===== src/asrc_pkg.sv =====
`default_nettype none
// ==========================================================
// Shared constants of the static memory controller
package asrc_pkg;
  localparam int unsigned ASRC_ADDR_W = 19;
  localparam int unsigned ASRC_DATA_W = 16;
  localparam int unsigned ASRC_LANE_W = 8;
  localparam int unsigned ASRC_CLK_PS = 8000;
  // Grade timings in picoseconds, 10 ns grade chosen by default
  localparam int unsigned ASRC_READ_PERIOD_MIN_PS = 10000;
  localparam int unsigned ASRC_ADDRESS_TO_DATA_DELAY_PS = 10000;
  localparam int unsigned ASRC_WRITE_PERIOD_MIN_PS = 10000;
  localparam int unsigned ASRC_ADDRESS_TO_WRITE_END_PS = 8000;
  localparam int unsigned ASRC_LANE_ENABLE_TO_WRITE_END_PS = 8000;
  localparam int unsigned ASRC_STROBE_WIDTH_OUTPUTS_ON_PS = 10000;
  localparam int unsigned ASRC_WRITE_DATA_SETUP_PS = 6000;
  localparam int unsigned ASRC_STROBE_LOW_TO_FLOAT_PS = 5000;
  localparam int unsigned ASRC_STROBE_HIGH_TO_DRIVE_PS = 1000;
  localparam int unsigned ASRC_DESELECT_TO_FLOAT_PS = 4000;
  localparam int unsigned ASRC_OUTPUT_OFF_LEAD_PS = 4000;
  localparam int unsigned ASRC_RETENTION_RECOVERY_PS = ASRC_READ_PERIOD_MIN_PS;
  // Least times round up to whole cycles
  function automatic int unsigned asrc_cyc(input int unsigned ps);
    asrc_cyc = (ps + ASRC_CLK_PS - 1) / ASRC_CLK_PS;
    if (asrc_cyc < 1) asrc_cyc = 1;
  endfunction
  localparam int unsigned ASRC_OFF_LEAD_CYC = asrc_cyc(ASRC_OUTPUT_OFF_LEAD_PS);
  localparam int unsigned ASRC_READ_CYC = asrc_cyc(ASRC_ADDRESS_TO_DATA_DELAY_PS);
  localparam int unsigned ASRC_STROBE_CYC = asrc_cyc(ASRC_STROBE_WIDTH_OUTPUTS_ON_PS);
  localparam int unsigned ASRC_RECOVER_CYC = asrc_cyc(ASRC_RETENTION_RECOVERY_PS);
  localparam int unsigned ASRC_CNT_W = 4;
  // Read data passes this many synchroniser stages, then one output flip-flop, before the controller sees it
  localparam int unsigned ASRC_SYNC_DEPTH = 3;
endpackage
`default_nettype wire


===== src/asrc_ctrl.sv =====
`default_nettype none
// Notes on behaviour
// RQ1 - Write happens only while select, a lane enable and strobe are all low.
// RQ2 - Write data stays stable long enough before and until write end.
// RQ3 - Strobe low width covers the grade minimum for output enable state.
// RQ4 - Address and select stay valid long enough before write end.
// RQ5 - Lane enables valid long enough before write end.
// RQ6 - Address changes only after the write overlap has ended.
// RQ7 - Memory floats its outputs shortly after strobe falls.
// RQ8 - Controller releases data bus before memory drives again.
// RQ9 - Strobe may stay low across cycles; lane enables frame each write.
// RQ10 - Strobe stays high for the whole of every read.
// RQ11 - Read data valid an access delay after address change.
// RQ12 - Address valid no later than select goes low for a read.
// RQ13 - Memory floats a lane soon after its enable is removed.
// RQ14 - Memory floats all outputs soon after deselect.
// RQ15 - Output enable high some time before strobe falls.
// RQ16 - Select held high through retention; wait a read period on recovery.
// RQ17 - With select high the memory ignores controls and floats.
// RQ18 - Low enable gates bits 0-7, high enable gates bits 8-15.
// RQ19 - Strobe low means write; strobe high with output enable low reads.
// RQ20 - Clock counts cover every grade minimum before each phase change.
module asrc_ctrl (
  // Clock and reset
  input wire logic sys_clk_in,
  input wire logic rst_n_in,
  // User request
  input wire logic req_valid_in,
  input wire logic req_write_in,
  input wire logic [asrc_pkg::ASRC_ADDR_W-1:0] req_addr_in,
  input wire logic [asrc_pkg::ASRC_DATA_W-1:0] req_wdata_in,
  input wire logic [1:0] req_lanes_in,
  input wire logic burst_hold_in,
  input wire logic retain_in,
  output logic req_ready_out,
  // User answer
  output logic rsp_valid_out,
  output logic [asrc_pkg::ASRC_DATA_W-1:0] rsp_rdata_out,
  output logic retained_out,
  // Memory pins
  output logic [asrc_pkg::ASRC_ADDR_W-1:0] mem_addr_out,
  output logic chip_select_n_out,
  output logic output_enable_n_out,
  output logic write_strobe_n_out,
  output logic low_lane_enable_n_out,
  output logic high_lane_enable_n_out,
  input wire logic [asrc_pkg::ASRC_DATA_W-1:0] mem_data_in,
  output logic [asrc_pkg::ASRC_DATA_W-1:0] mem_data_out,
  output logic [asrc_pkg::ASRC_DATA_W-1:0] mem_data_oe_out
);
  // ==========================================================
  // State
  typedef enum logic [2:0] {
    ASRC_IDLE, ASRC_RD_WAIT, ASRC_WR_LEAD, ASRC_WR_PULSE, ASRC_WR_END, ASRC_RETAIN,
    ASRC_RECOVER
  } asrc_state_e;
  typedef struct packed {
    asrc_state_e st;
    logic [asrc_pkg::ASRC_CNT_W-1:0] cnt;
    logic [asrc_pkg::ASRC_ADDR_W-1:0] addr;
    logic [asrc_pkg::ASRC_DATA_W-1:0] wdata;
    logic drive;
    logic cs_n;
    logic oe_n;
    logic we_n;
    logic [1:0] lane_n;
    logic rvalid;
    logic [asrc_pkg::ASRC_DATA_W-1:0] rdata;
  } asrc_ctrl_s;
  asrc_ctrl_s s_q, s_d;
  logic [asrc_pkg::ASRC_DATA_W-1:0] rd_sync;
  // Count load helper, truncated on purpose to the counter width
  function automatic logic [asrc_pkg::ASRC_CNT_W-1:0] asrc_load(input int unsigned c);
    asrc_load = asrc_pkg::ASRC_CNT_W'(c);
  endfunction
  // Counter step, shared by every timed phase
  function automatic logic [asrc_pkg::ASRC_CNT_W-1:0] asrc_dec(
    input logic [asrc_pkg::ASRC_CNT_W-1:0] c
  );
    asrc_dec = c - 1'b1;
  endfunction
  // A timed phase ends once its counter has run out
  function automatic logic asrc_done(input logic [asrc_pkg::ASRC_CNT_W-1:0] c);
    asrc_done = (c == '0);
  endfunction

  // ==========================================================
  // Read data enters from the pins, so it is synchronised
  asrc_sync #(
    .W(asrc_pkg::ASRC_DATA_W)
  ) u_rd_sync (
    .sys_clk_in(sys_clk_in),
    .rst_n_in(rst_n_in),
    .async_in(mem_data_in),
    .sync_out(rd_sync)
  );

  // ==========================================================
  // Next state
  always_comb begin
    s_d = s_q;
    s_d.rvalid = 1'b0;
    unique case (s_q.st)
      ASRC_IDLE: begin
        if (retain_in) begin
          // Deselect before supply drops, zero lead is enough [RQ16]
          s_d.cs_n = 1'b1;
          s_d.oe_n = 1'b1;
          s_d.we_n = 1'b1;
          s_d.lane_n = 2'b11;
          s_d.st = ASRC_RETAIN;
        end else if (req_valid_in && req_write_in) begin
          s_d.addr = req_addr_in; // Address set with select, zero setup [RQ4]
          s_d.wdata = req_wdata_in;
          s_d.cs_n = 1'b0;
          s_d.oe_n = 1'b1; // Outputs off ahead of strobe [RQ15]
          // Lanes latched now, since request inputs may move once taken [RQ5] [RQ18]
          s_d.lane_n = ~req_lanes_in;
          s_d.drive = 1'b0;
          if (!s_q.we_n) begin
            // Strobe held low, lane enables open this write [RQ9]
            s_d.drive = 1'b1;
            s_d.cnt = asrc_load(asrc_pkg::ASRC_STROBE_CYC);
            s_d.st = ASRC_WR_PULSE;
          end else begin
            // Strobe still high, so the open lanes store nothing yet
            s_d.cnt = asrc_load(asrc_pkg::ASRC_OFF_LEAD_CYC);
            s_d.st = ASRC_WR_LEAD;
          end
        end else if (req_valid_in) begin
          // Address and select change together [RQ12]
          s_d.addr = req_addr_in;
          s_d.cs_n = 1'b0;
          s_d.we_n = 1'b1; // Strobe high for the read [RQ10] [RQ19]
          s_d.oe_n = 1'b0;
          s_d.lane_n = ~req_lanes_in;
          s_d.drive = 1'b0;
          // Access delay plus synchroniser depth [RQ11] [RQ20]
          s_d.cnt = asrc_load(asrc_pkg::ASRC_READ_CYC + asrc_pkg::ASRC_SYNC_DEPTH);
          s_d.st = ASRC_RD_WAIT;
        end else if (!burst_hold_in) begin
          s_d.we_n = 1'b1;
          s_d.cs_n = 1'b1; // Idle deselected, memory floats [RQ17] [RQ14]
        end
      end
      ASRC_RD_WAIT: begin
        if (asrc_done(s_q.cnt)) begin
          s_d.rdata = rd_sync;
          s_d.rvalid = 1'b1;
          s_d.oe_n = 1'b1;
          s_d.lane_n = 2'b11; // Lanes released after sampling [RQ13]
          s_d.st = ASRC_IDLE;
        end else s_d.cnt = asrc_dec(s_q.cnt);
      end
      ASRC_WR_LEAD: begin
        if (asrc_done(s_q.cnt)) begin
          // Lanes are already open, so the strobe fall starts the write
          s_d.we_n = 1'b0;
          s_d.drive = 1'b1; // Memory floats within a lead cycle [RQ7]
          // Widest strobe minimum covers both output enable cases [RQ3] [RQ20]
          s_d.cnt = asrc_load(asrc_pkg::ASRC_STROBE_CYC);
          s_d.st = ASRC_WR_PULSE;
        end else s_d.cnt = asrc_dec(s_q.cnt);
      end
      ASRC_WR_PULSE: begin
        // Overlap of select, lane and strobe stores data [RQ1]
        if (asrc_done(s_q.cnt)) begin
          // Lanes end this write; strobe kept low when burst held [RQ9]
          s_d.lane_n = 2'b11;
          if (!burst_hold_in) s_d.we_n = 1'b1;
          s_d.st = ASRC_WR_END;
        end else s_d.cnt = asrc_dec(s_q.cnt);
      end
      ASRC_WR_END: begin
        // Data held through the ending edge, then bus released [RQ2] [RQ8]
        s_d.drive = 1'b0;
        s_d.st = ASRC_IDLE; // Address may change now [RQ6]
      end
      ASRC_RETAIN: begin
        if (!retain_in) begin
          s_d.cnt = asrc_load(asrc_pkg::ASRC_RECOVER_CYC);
          s_d.st = ASRC_RECOVER;
        end
      end
      ASRC_RECOVER: begin
        // One read period before any access [RQ16]
        if (asrc_done(s_q.cnt)) s_d.st = ASRC_IDLE;
        else s_d.cnt = asrc_dec(s_q.cnt);
      end
      default: s_d.st = ASRC_IDLE;
    endcase
  end

  // ==========================================================
  // State register
  always_ff @(posedge sys_clk_in) begin
    if (!rst_n_in) begin
      s_q <= '0;
      s_q.st <= ASRC_IDLE;
      s_q.cs_n <= 1'b1;
      s_q.oe_n <= 1'b1;
      s_q.we_n <= 1'b1;
      s_q.lane_n <= 2'b11;
    end else s_q <= s_d;
  end

  // ==========================================================
  // Outputs; ready is combinational, pins come from flip-flops
  assign req_ready_out = (s_q.st == ASRC_IDLE) && !retain_in;
  assign rsp_valid_out = s_q.rvalid;
  assign rsp_rdata_out = s_q.rdata;
  assign retained_out = (s_q.st == ASRC_RETAIN);
  assign mem_addr_out = s_q.addr;
  assign chip_select_n_out = s_q.cs_n;
  assign output_enable_n_out = s_q.oe_n;
  assign write_strobe_n_out = s_q.we_n;
  assign low_lane_enable_n_out = s_q.lane_n[0];
  assign high_lane_enable_n_out = s_q.lane_n[1];
  assign mem_data_out = s_q.wdata;
  assign mem_data_oe_out = {asrc_pkg::ASRC_DATA_W{s_q.drive}};
endmodule
`default_nettype wire


===== src/asrc_sync.sv =====
`default_nettype none
// ==========================================================
// Three-stage input synchroniser; change accepted when stages 2 and 3 agree
module asrc_sync #(
  parameter int unsigned W = 16
) (
  // Clock and reset
  input wire logic sys_clk_in,
  input wire logic rst_n_in,
  // Data
  input wire logic [W-1:0] async_in,
  output logic [W-1:0] sync_out
);
  typedef struct packed {
    logic [W-1:0] s1;
    logic [W-1:0] s2;
    logic [W-1:0] s3;
    logic [W-1:0] q;
  } asrc_sync_s;
  asrc_sync_s st_q, st_d;
  // Stage 1 only feeds stage 2
  always_comb begin
    st_d = st_q;
    st_d.s1 = async_in;
    st_d.s2 = st_q.s1;
    st_d.s3 = st_q.s2;
    for (int i = 0; i < W; i++) begin
      if (st_q.s2[i] == st_q.s3[i]) st_d.q[i] = st_q.s3[i];
    end
  end
  // State register
  always_ff @(posedge sys_clk_in) begin
    if (!rst_n_in) st_q <= '0;
    else st_q <= st_d;
  end
  assign sync_out = st_q.q;
endmodule
`default_nettype wire

===== config.mk =====
export PLATFORM = sky130hd
export DESIGN_NAME = asrc_ctrl
export DESIGN_NICKNAME = d
export VERILOG_FILES = /design/src/asrc_pkg.sv /design/src/asrc_ctrl.sv /design/src/asrc_sync.sv
export SDC_FILE = /design/constraint.sdc
export NUM_CORES = 1
export LEC_CHECK = 0
export BUFFER_PORTS_ARGS = -buffer_cell sky130_fd_sc_hd__buf_4
export CAP_MARGIN = 20
export CELL_PAD_IN_SITES_DETAIL_PLACEMENT = 0
export CELL_PAD_IN_SITES_GLOBAL_PLACEMENT = 1
export CORE_MARGIN = 5
export CORE_UTILIZATION = 35
export CTS_BUF_LIST = sky130_fd_sc_hd__clkbuf_4
export CTS_CLUSTER_DIAMETER = 40
export CTS_CLUSTER_SIZE = 24
export DETAILED_ROUTE_END_ITERATION = 16
export PLACE_DENSITY = 0.78
export SLEW_MARGIN = 40
export SYNTH_ARGS = -nofsm -noshare
export SYNTH_HDL_FRONTEND = slang
export SYNTH_SLANG_ARGS = --single-unit

===== constraint.sdc =====
create_clock -name sys_clk_in -period 2.64 [get_ports sys_clk_in]
set_clock_uncertainty 0.1 [all_clocks]
set_input_delay 0.264 -clock sys_clk_in [delete_from_list [all_inputs] [get_ports sys_clk_in]]
set_output_delay 0.264 -clock sys_clk_in [all_outputs]
set_load 0.02 [all_outputs]

==> impl_metrics.toml, run 1 <==
[run_status]
status = "complete, no violations"

[sta]
fmax_mhz = 446
finalHoldViolCount = 0
maxSlewHeadroom = 0.490
hold_slack_ns = 0.115
post-route-min-period_ns = 2.24
fin_ws_ns = 0.395
setup_tns_ns = 0
worst_pin_slew_ns = 0.764
min_period_over_period = 0.850
slew_violations = 0
setup_viol = 0
rsz0062_at_grt = "false"

[yosys]
synthArstFlopShare = 0
synth_nets = 650
synth_edf_count = 0
yosys-top-cells-area = "dfxtp_1, buf_4, nand2_1"
yosysSeqAreaShare = 0.500
syn_area_mm2 = 0.00517
syn_area_per_cell_um2 = 8.78
synth_top_flop_cell = "dfxtp_1"
ys_ff_latch = 129
yosysUniqueCellTypes = 58
yosys.area.top_type = "dfxtp_1"
ys_warn_count = 0
synth_cells = 589
synth_top_area_share = 0.500

[routing]
dr.pass1.iters = 4
first_iter_violations = 167
via_count = 4227
ant_nets = 0
wl_per_cell_um = 13.3
wirelength_mm = 12.0
viasPerCell = 4.68
remaining_drc_errors = 0

[finish]
drive_gt1_frac = 0.257
multi_input_area_mm2 = 0.00190
fin_cells = 904
nNetsFinal = 768
mostFrequentLayoutCell = "buf_4"
layout_common_cells = "buf_4, nand2_1, dfxtp_1, a21oi_1, dlygate4sd3_1"
synthToLayoutAreaGrowth_pct = 29.0
ff_latch_area_mm2 = 0.00258
n_fill_cell = 1408

[min_path]
min_to = "s_q[62]"
hold_class = "in2reg"
min_path_cells = 4
hold_start = "req_write_in"

[floorplanning]
die_y_um = 132
ioPinCount = 134
die-width_um = 132
rows = 44
dieArea_mm2 = 0.0173
start_util = 0.356
coreArea_mm2 = 0.0145

[global_route]
antenna_found_initial = 1
grt_usage = 0.143
first_global_vias = 4210
overflow = 0
grt_pass1_wl_mm = 20.7
grt_max_degree = 48

[cts]
htree_num_levels = 4
tritoncts = "yes"
clk_pin_slew_ns = 0.11
clock-sinks = 129
cts-resized-gates = 0
cts_buffers = 17
clock_tree.buffer_depth = 2
clock_latency_ns = 0.53
post-cts-setup-buffer-count = 0
cts-root-buf = "clkbuf_4"

[place]
port_buffers = 133
dp_hpwl_mm = 7.90
gp_congestion = 0.836
dp_cells = 816
dpl_worst_slack_ns = 0.582

[worst_setup_path]
reg2reg_from = "s_q[64]"
start_kind = "flip-flop"
critPathArrivalTime_ns = 1.88
cp_data_required_time_ns = 2.28
path_max_fanout = 22
rr_endpoint = "s_q[61]"
crit_type = "reg2out"
regToRegSetupSlack_ns = 0.52
rr_worst_depth = 4
end_kind = "output pin"

[job]
max_cap_viol_count = 0

[power_and_ir_drop]
power_density_mw_per_mm2 = 792
design_power_total_w = 0.00528
irDropWorstVdd_mv = 0.250
leakage_nw = 2.73
-- registers in the layout, summed over array words and instances, names as in the netlist --
name and count:
chip_select_n_out 1, output_enable_n_out 1, mem_data_oe_out 1, u_rd_sync.st_q 16, s_q 7, low_lane_enable_n_out 1, u_rd_sync.sync_out 16, write_strobe_n_out 1
high_lane_enable_n_out 1, u_rd_sync.st_d 32, rsp_rdata_out 16, rsp_valid_out 1, mem_addr_out 19, mem_data_out 16
-- logic make-up (layout without fill, tap and decap cells) --
| logic type | after synthesis | in the layout | share of synthesized area |
|---|---|---|---|
| simple gates | 215 | 215 | 0.204 |
| compound gates | 131 | 131 | 0.152 |
| flops | 129 | 129 | 0.500 |
| buf+inv | 109 | 239 | 0.134 |
| fa+ha+maj | 2 | 2 | 0.00484 |
| mux | 2 | 2 | 0.00411 |
| xor+xnor | 1 | 1 | 0.00169 |
| other cells | 0 | 1 | 0 |
-- through the flow --
stage,util,cell area (um^2)
2_1_floorplan,-,5170
3_3_place_gp,0.400,5810
3_5_place_dp,0.400,5810
4_1_cts,0.459,6670
5_1_grt,0.459,6670
6_report,0.459,6670
-- routing by layer --
layer,vias up,track usage,wire length [um]
met2,125,0.225,5700
li1,2129,-,-
met5,-,0,0
met3,20,0.0512,782
met4,0,0.0651,308
met1,1953,0.176,5190
-- cells in the mapped netlist, drive strengths merged (2+ instances only) --
cell	number
a32oi	2
buf	77
and2	49
a211o	2
nand3	4
a22oi	3
o32ai	3
inv	11
clkbuf	21
and3	2
a32o	2
nor3	7
o311ai	4
a311oi	2
nand2	129
nand4bb	2
nor3b	2
nor2b	2
o21ai	25
a21o	2
nor2	7
a21oi	71
ha	2
dfxtp	129
nand2b	5
or3b	2
-- critical path, stage by stage, from the launching register on --
cell and delay (ns):
dfxtp_1 0.83, and3b_1 0.35, buf_4 0.17
-- how the worst max path moves through the flow --
stage                       start                to  slack (ns)  depth (start not counted)
final                     s_q[64]      retained_out        0.40                          2
after global routing      s_q[64]     req_ready_out        0.30                          2
after CTS                 s_q[64]      retained_out        0.37                          2
after detailed placement  s_q[64]           s_q[61]        0.58                          4
after global placement    s_q[58]           s_q[59]        0.64                          6
after floorplan           s_q[64]  mem_data_out[10]        0.76                          5
-- power breakdown --
part / total (W) / switching [W] / leakage, nW / internal (W)
Clock: 0.00138 / 0.000730 / 0.157 / 0.000651
Sequential: 0.00228 / 0.000187 / 1.05 / 0.00209
Combinational: 0.00162 / 0.000925 / 1.52 / 0.000695
-- cell type report --
cell class,instances,area share
antenna,1,0.000375
clock buffer,17,0.0191
clock inverter,14,0.0246
inverter,11,0.00619
multi-input combinational,351,0.285
sequential,129,0.387
tap,184,0.0345
timing repair buffer,197,0.243
-- timing repair --
item,in CTS,in global routing
endpoints found under the hold margin,62,0
endpoints found under the setup margin,0,0
hold buffers,56,0
No activity file was read; power rests on OpenSTA's default activity.
==> run 2, diff against run 1 <==
--- a/config.mk
+++ b/config.mk
@@ -15,6 +15,7 @@
 export CTS_CLUSTER_DIAMETER = 40
 export CTS_CLUSTER_SIZE = 24
 export DETAILED_ROUTE_END_ITERATION = 16
+export GPL_TIMING_DRIVEN = 0
 export PLACE_DENSITY = 0.78
 export SLEW_MARGIN = 40
 export SYNTH_ARGS = -nofsm -noshare
==> run 2 against run 1 <==
Clock-buffer cell count up 2. Die area unchanged. Combinational power up 23%. Hold slack better by 0.044 ns. Flip-flop and latch count unchanged. Utilization up 3.8 points. Critical path depth up 5. Largest power group unchanged. Highest routed layer unchanged.
==> impl_metrics.toml, run 2 (synthesis results as in run 1) <==
[run_status]
status = "complete, no violations"

[worst_setup_path]
crit_top_cell = "nand2_1"
cp_data_required_time_ns = 2.95
start_kind = "flip-flop"
critPathArrivalTime_ns = 2.67
critPathMaxStageDelay_ns = 0.55
cpMaxStageDelayCell = "nor3b_2"
crit_type = "reg2reg"
end_kind = "flip-flop"
worstPathCellList = "inv_1 -> ha_1 -> nor3b_2 -> nand2_1 -> clkbuf_1 -> nand2_1 -> a21oi_2"
path_max_fanout = 10
regToRegSetupSlack_ns = 0.29

[global_route]
antenna_found_initial = 1
grt_max_degree = 18
grt_pass1_wl_mm = 22.7
grt_usage = 0.159
first_global_vias = 4567
overflow = 0

[floorplanning]
die-width_um = 132
dieArea_mm2 = 0.0173
start_util = 0.356
rows = 44
die_y_um = 132
coreArea_mm2 = 0.0145
ioPinCount = 134

[routing]
wl_met3_um = 635
remaining_drc_errors = 0
ant_nets = 0
first_iter_violations = 210
dr_wl_met2_mm = 6.59
dr.pass1.iters = 4
routed.top_layer = "met4"
wirelength_mm = 13.6
wl_per_cell_um = 13.7
via_count = 4484
viasPerCell = 4.52
m1WireLength_mm = 6.25

[min_path]
hold_class = "in2reg"

[power_and_ir_drop]
irDropWorstVdd_mv = 0.306
leakage_nw = 3.11
power_density_mw_per_mm2 = 765

[sta]
setup_viol = 0
fmax_mhz = 425
finalHoldViolCount = 0
fin_ws_ns = 0.288
setup_tns_ns = 0
post-route-min-period_ns = 2.35
rsz0062_at_grt = "false"
maxSlewHeadroom = 0.512
slew_violations = 0
min_period_over_period = 0.891
worst_pin_slew_ns = 0.733

[cts]
clock-sinks = 129
htree_num_levels = 4
post-cts-setup-buffer-count = 0
clk_pin_slew_ns = 0.12
tritoncts = "yes"
clock_latency_ns = 0.54
cts_buffers = 17
clock_tree.buffer_depth = 2
cts-root-buf = "clkbuf_4"

[finish]
layout_common_cells = "buf_4, nand2_1, dfxtp_1, a21oi_1, dlygate4sd3_1"
final_area_mm2 = 0.00722
largest_register_ffs = 32
ff_latch_area_mm2 = 0.00258
nNetsFinal = 856
synthToLayoutAreaGrowth_pct = 39.7
mostFrequentLayoutCell = "buf_4"
n_fill_cell = 1410
drive_gt1_frac = 0.312
multi_input_area_mm2 = 0.00190

[place]
port_buffers = 132
dp_hpwl_mm = 9.75
gp_congestion = 0.858
place_area_mm2 = 0.00639
dpl_worst_slack_ns = 0.275

[job]
max_cap_viol_count = 0
## run 2: changes by cell type in the layout (fill, tap and decap cells not counted), sizes merged
| cell | delta |
|---|---|
| clkbuf | +23 |
| dlygate4sd3 | -1 |
| bufinv | -1 |
| inv | -1 |
| buf | +68 |
| clkinvlp | +1 |
## run 2: power by group
group,switching (W),total (W),internal [W],leakage [nW]
Sequential,0.000118,0.00221,0.00209,1.05
Combinational,0.00109,0.00199,0.000906,1.91
Clock,0.000737,0.00132,0.000582,0.148
## run 2: layout make-up
cell class	instances	share of cell area
plain buffers	98	0.0899
well taps	184	0.0319
inverters	11	0.00572
multi-input cells	351	0.263
flip-flops and latches	129	0.358
diodes	1	0.000346
repair buffers	187	0.213
clock inverters	13	0.0189
clock buffers	19	0.0197
## run 2: metrics by stage
| step | hold slack, ns | total power, W | std cells | util |
|---|---|---|---|---|
| final | 0.159 | 0.00552 | 993 | 0.497 |
| after CTS | 0.0830 | 0.00558 | 992 | 0.497 |
| after detailed placement | 0.321 | 0.00419 | 905 | 0.440 |
| after global routing | 0.121 | 0.00584 | 993 | 0.497 |
| after global placement | 0.314 | 0.00418 | 905 | 0.440 |
| after floorplan | 0.291 | 0.00352 | 589 | - |
## run 2: worst max-delay path: cells and delay by family (launching register included)
family	cells	cell delay, ns
compound gates	1	0.06
fa+ha+maj	1	0.17
buf+inv	2	0.43
flops	1	0.35
simple gates	3	1.12
## run 2: repair_timing
action | CTS | global route
hold endpoints to repair | 56 | 0
resized for setup | 0 | 0
hold buffers | 55 | 0
## run 2: final timing paths
check	startpoint	endpoint	cells after the start
worst max-delay path	s_q[58]	rsp_rdata_out[15]	7
worst min-delay path	req_write_in	s_q[62]	4
worst max register to register	s_q[58]	rsp_rdata_out[15]	7
worst min register to register	u_rd_sync.st_d[39]	u_rd_sync.st_d[23]	1
## run 2: routing by layer
metal  vias to the layer above  GRT usage
met1                      2065      0.194
li1                       2308          -
met5                         -          0
met3                        12     0.0478
met4                         0     0.0446
met2                        99      0.270
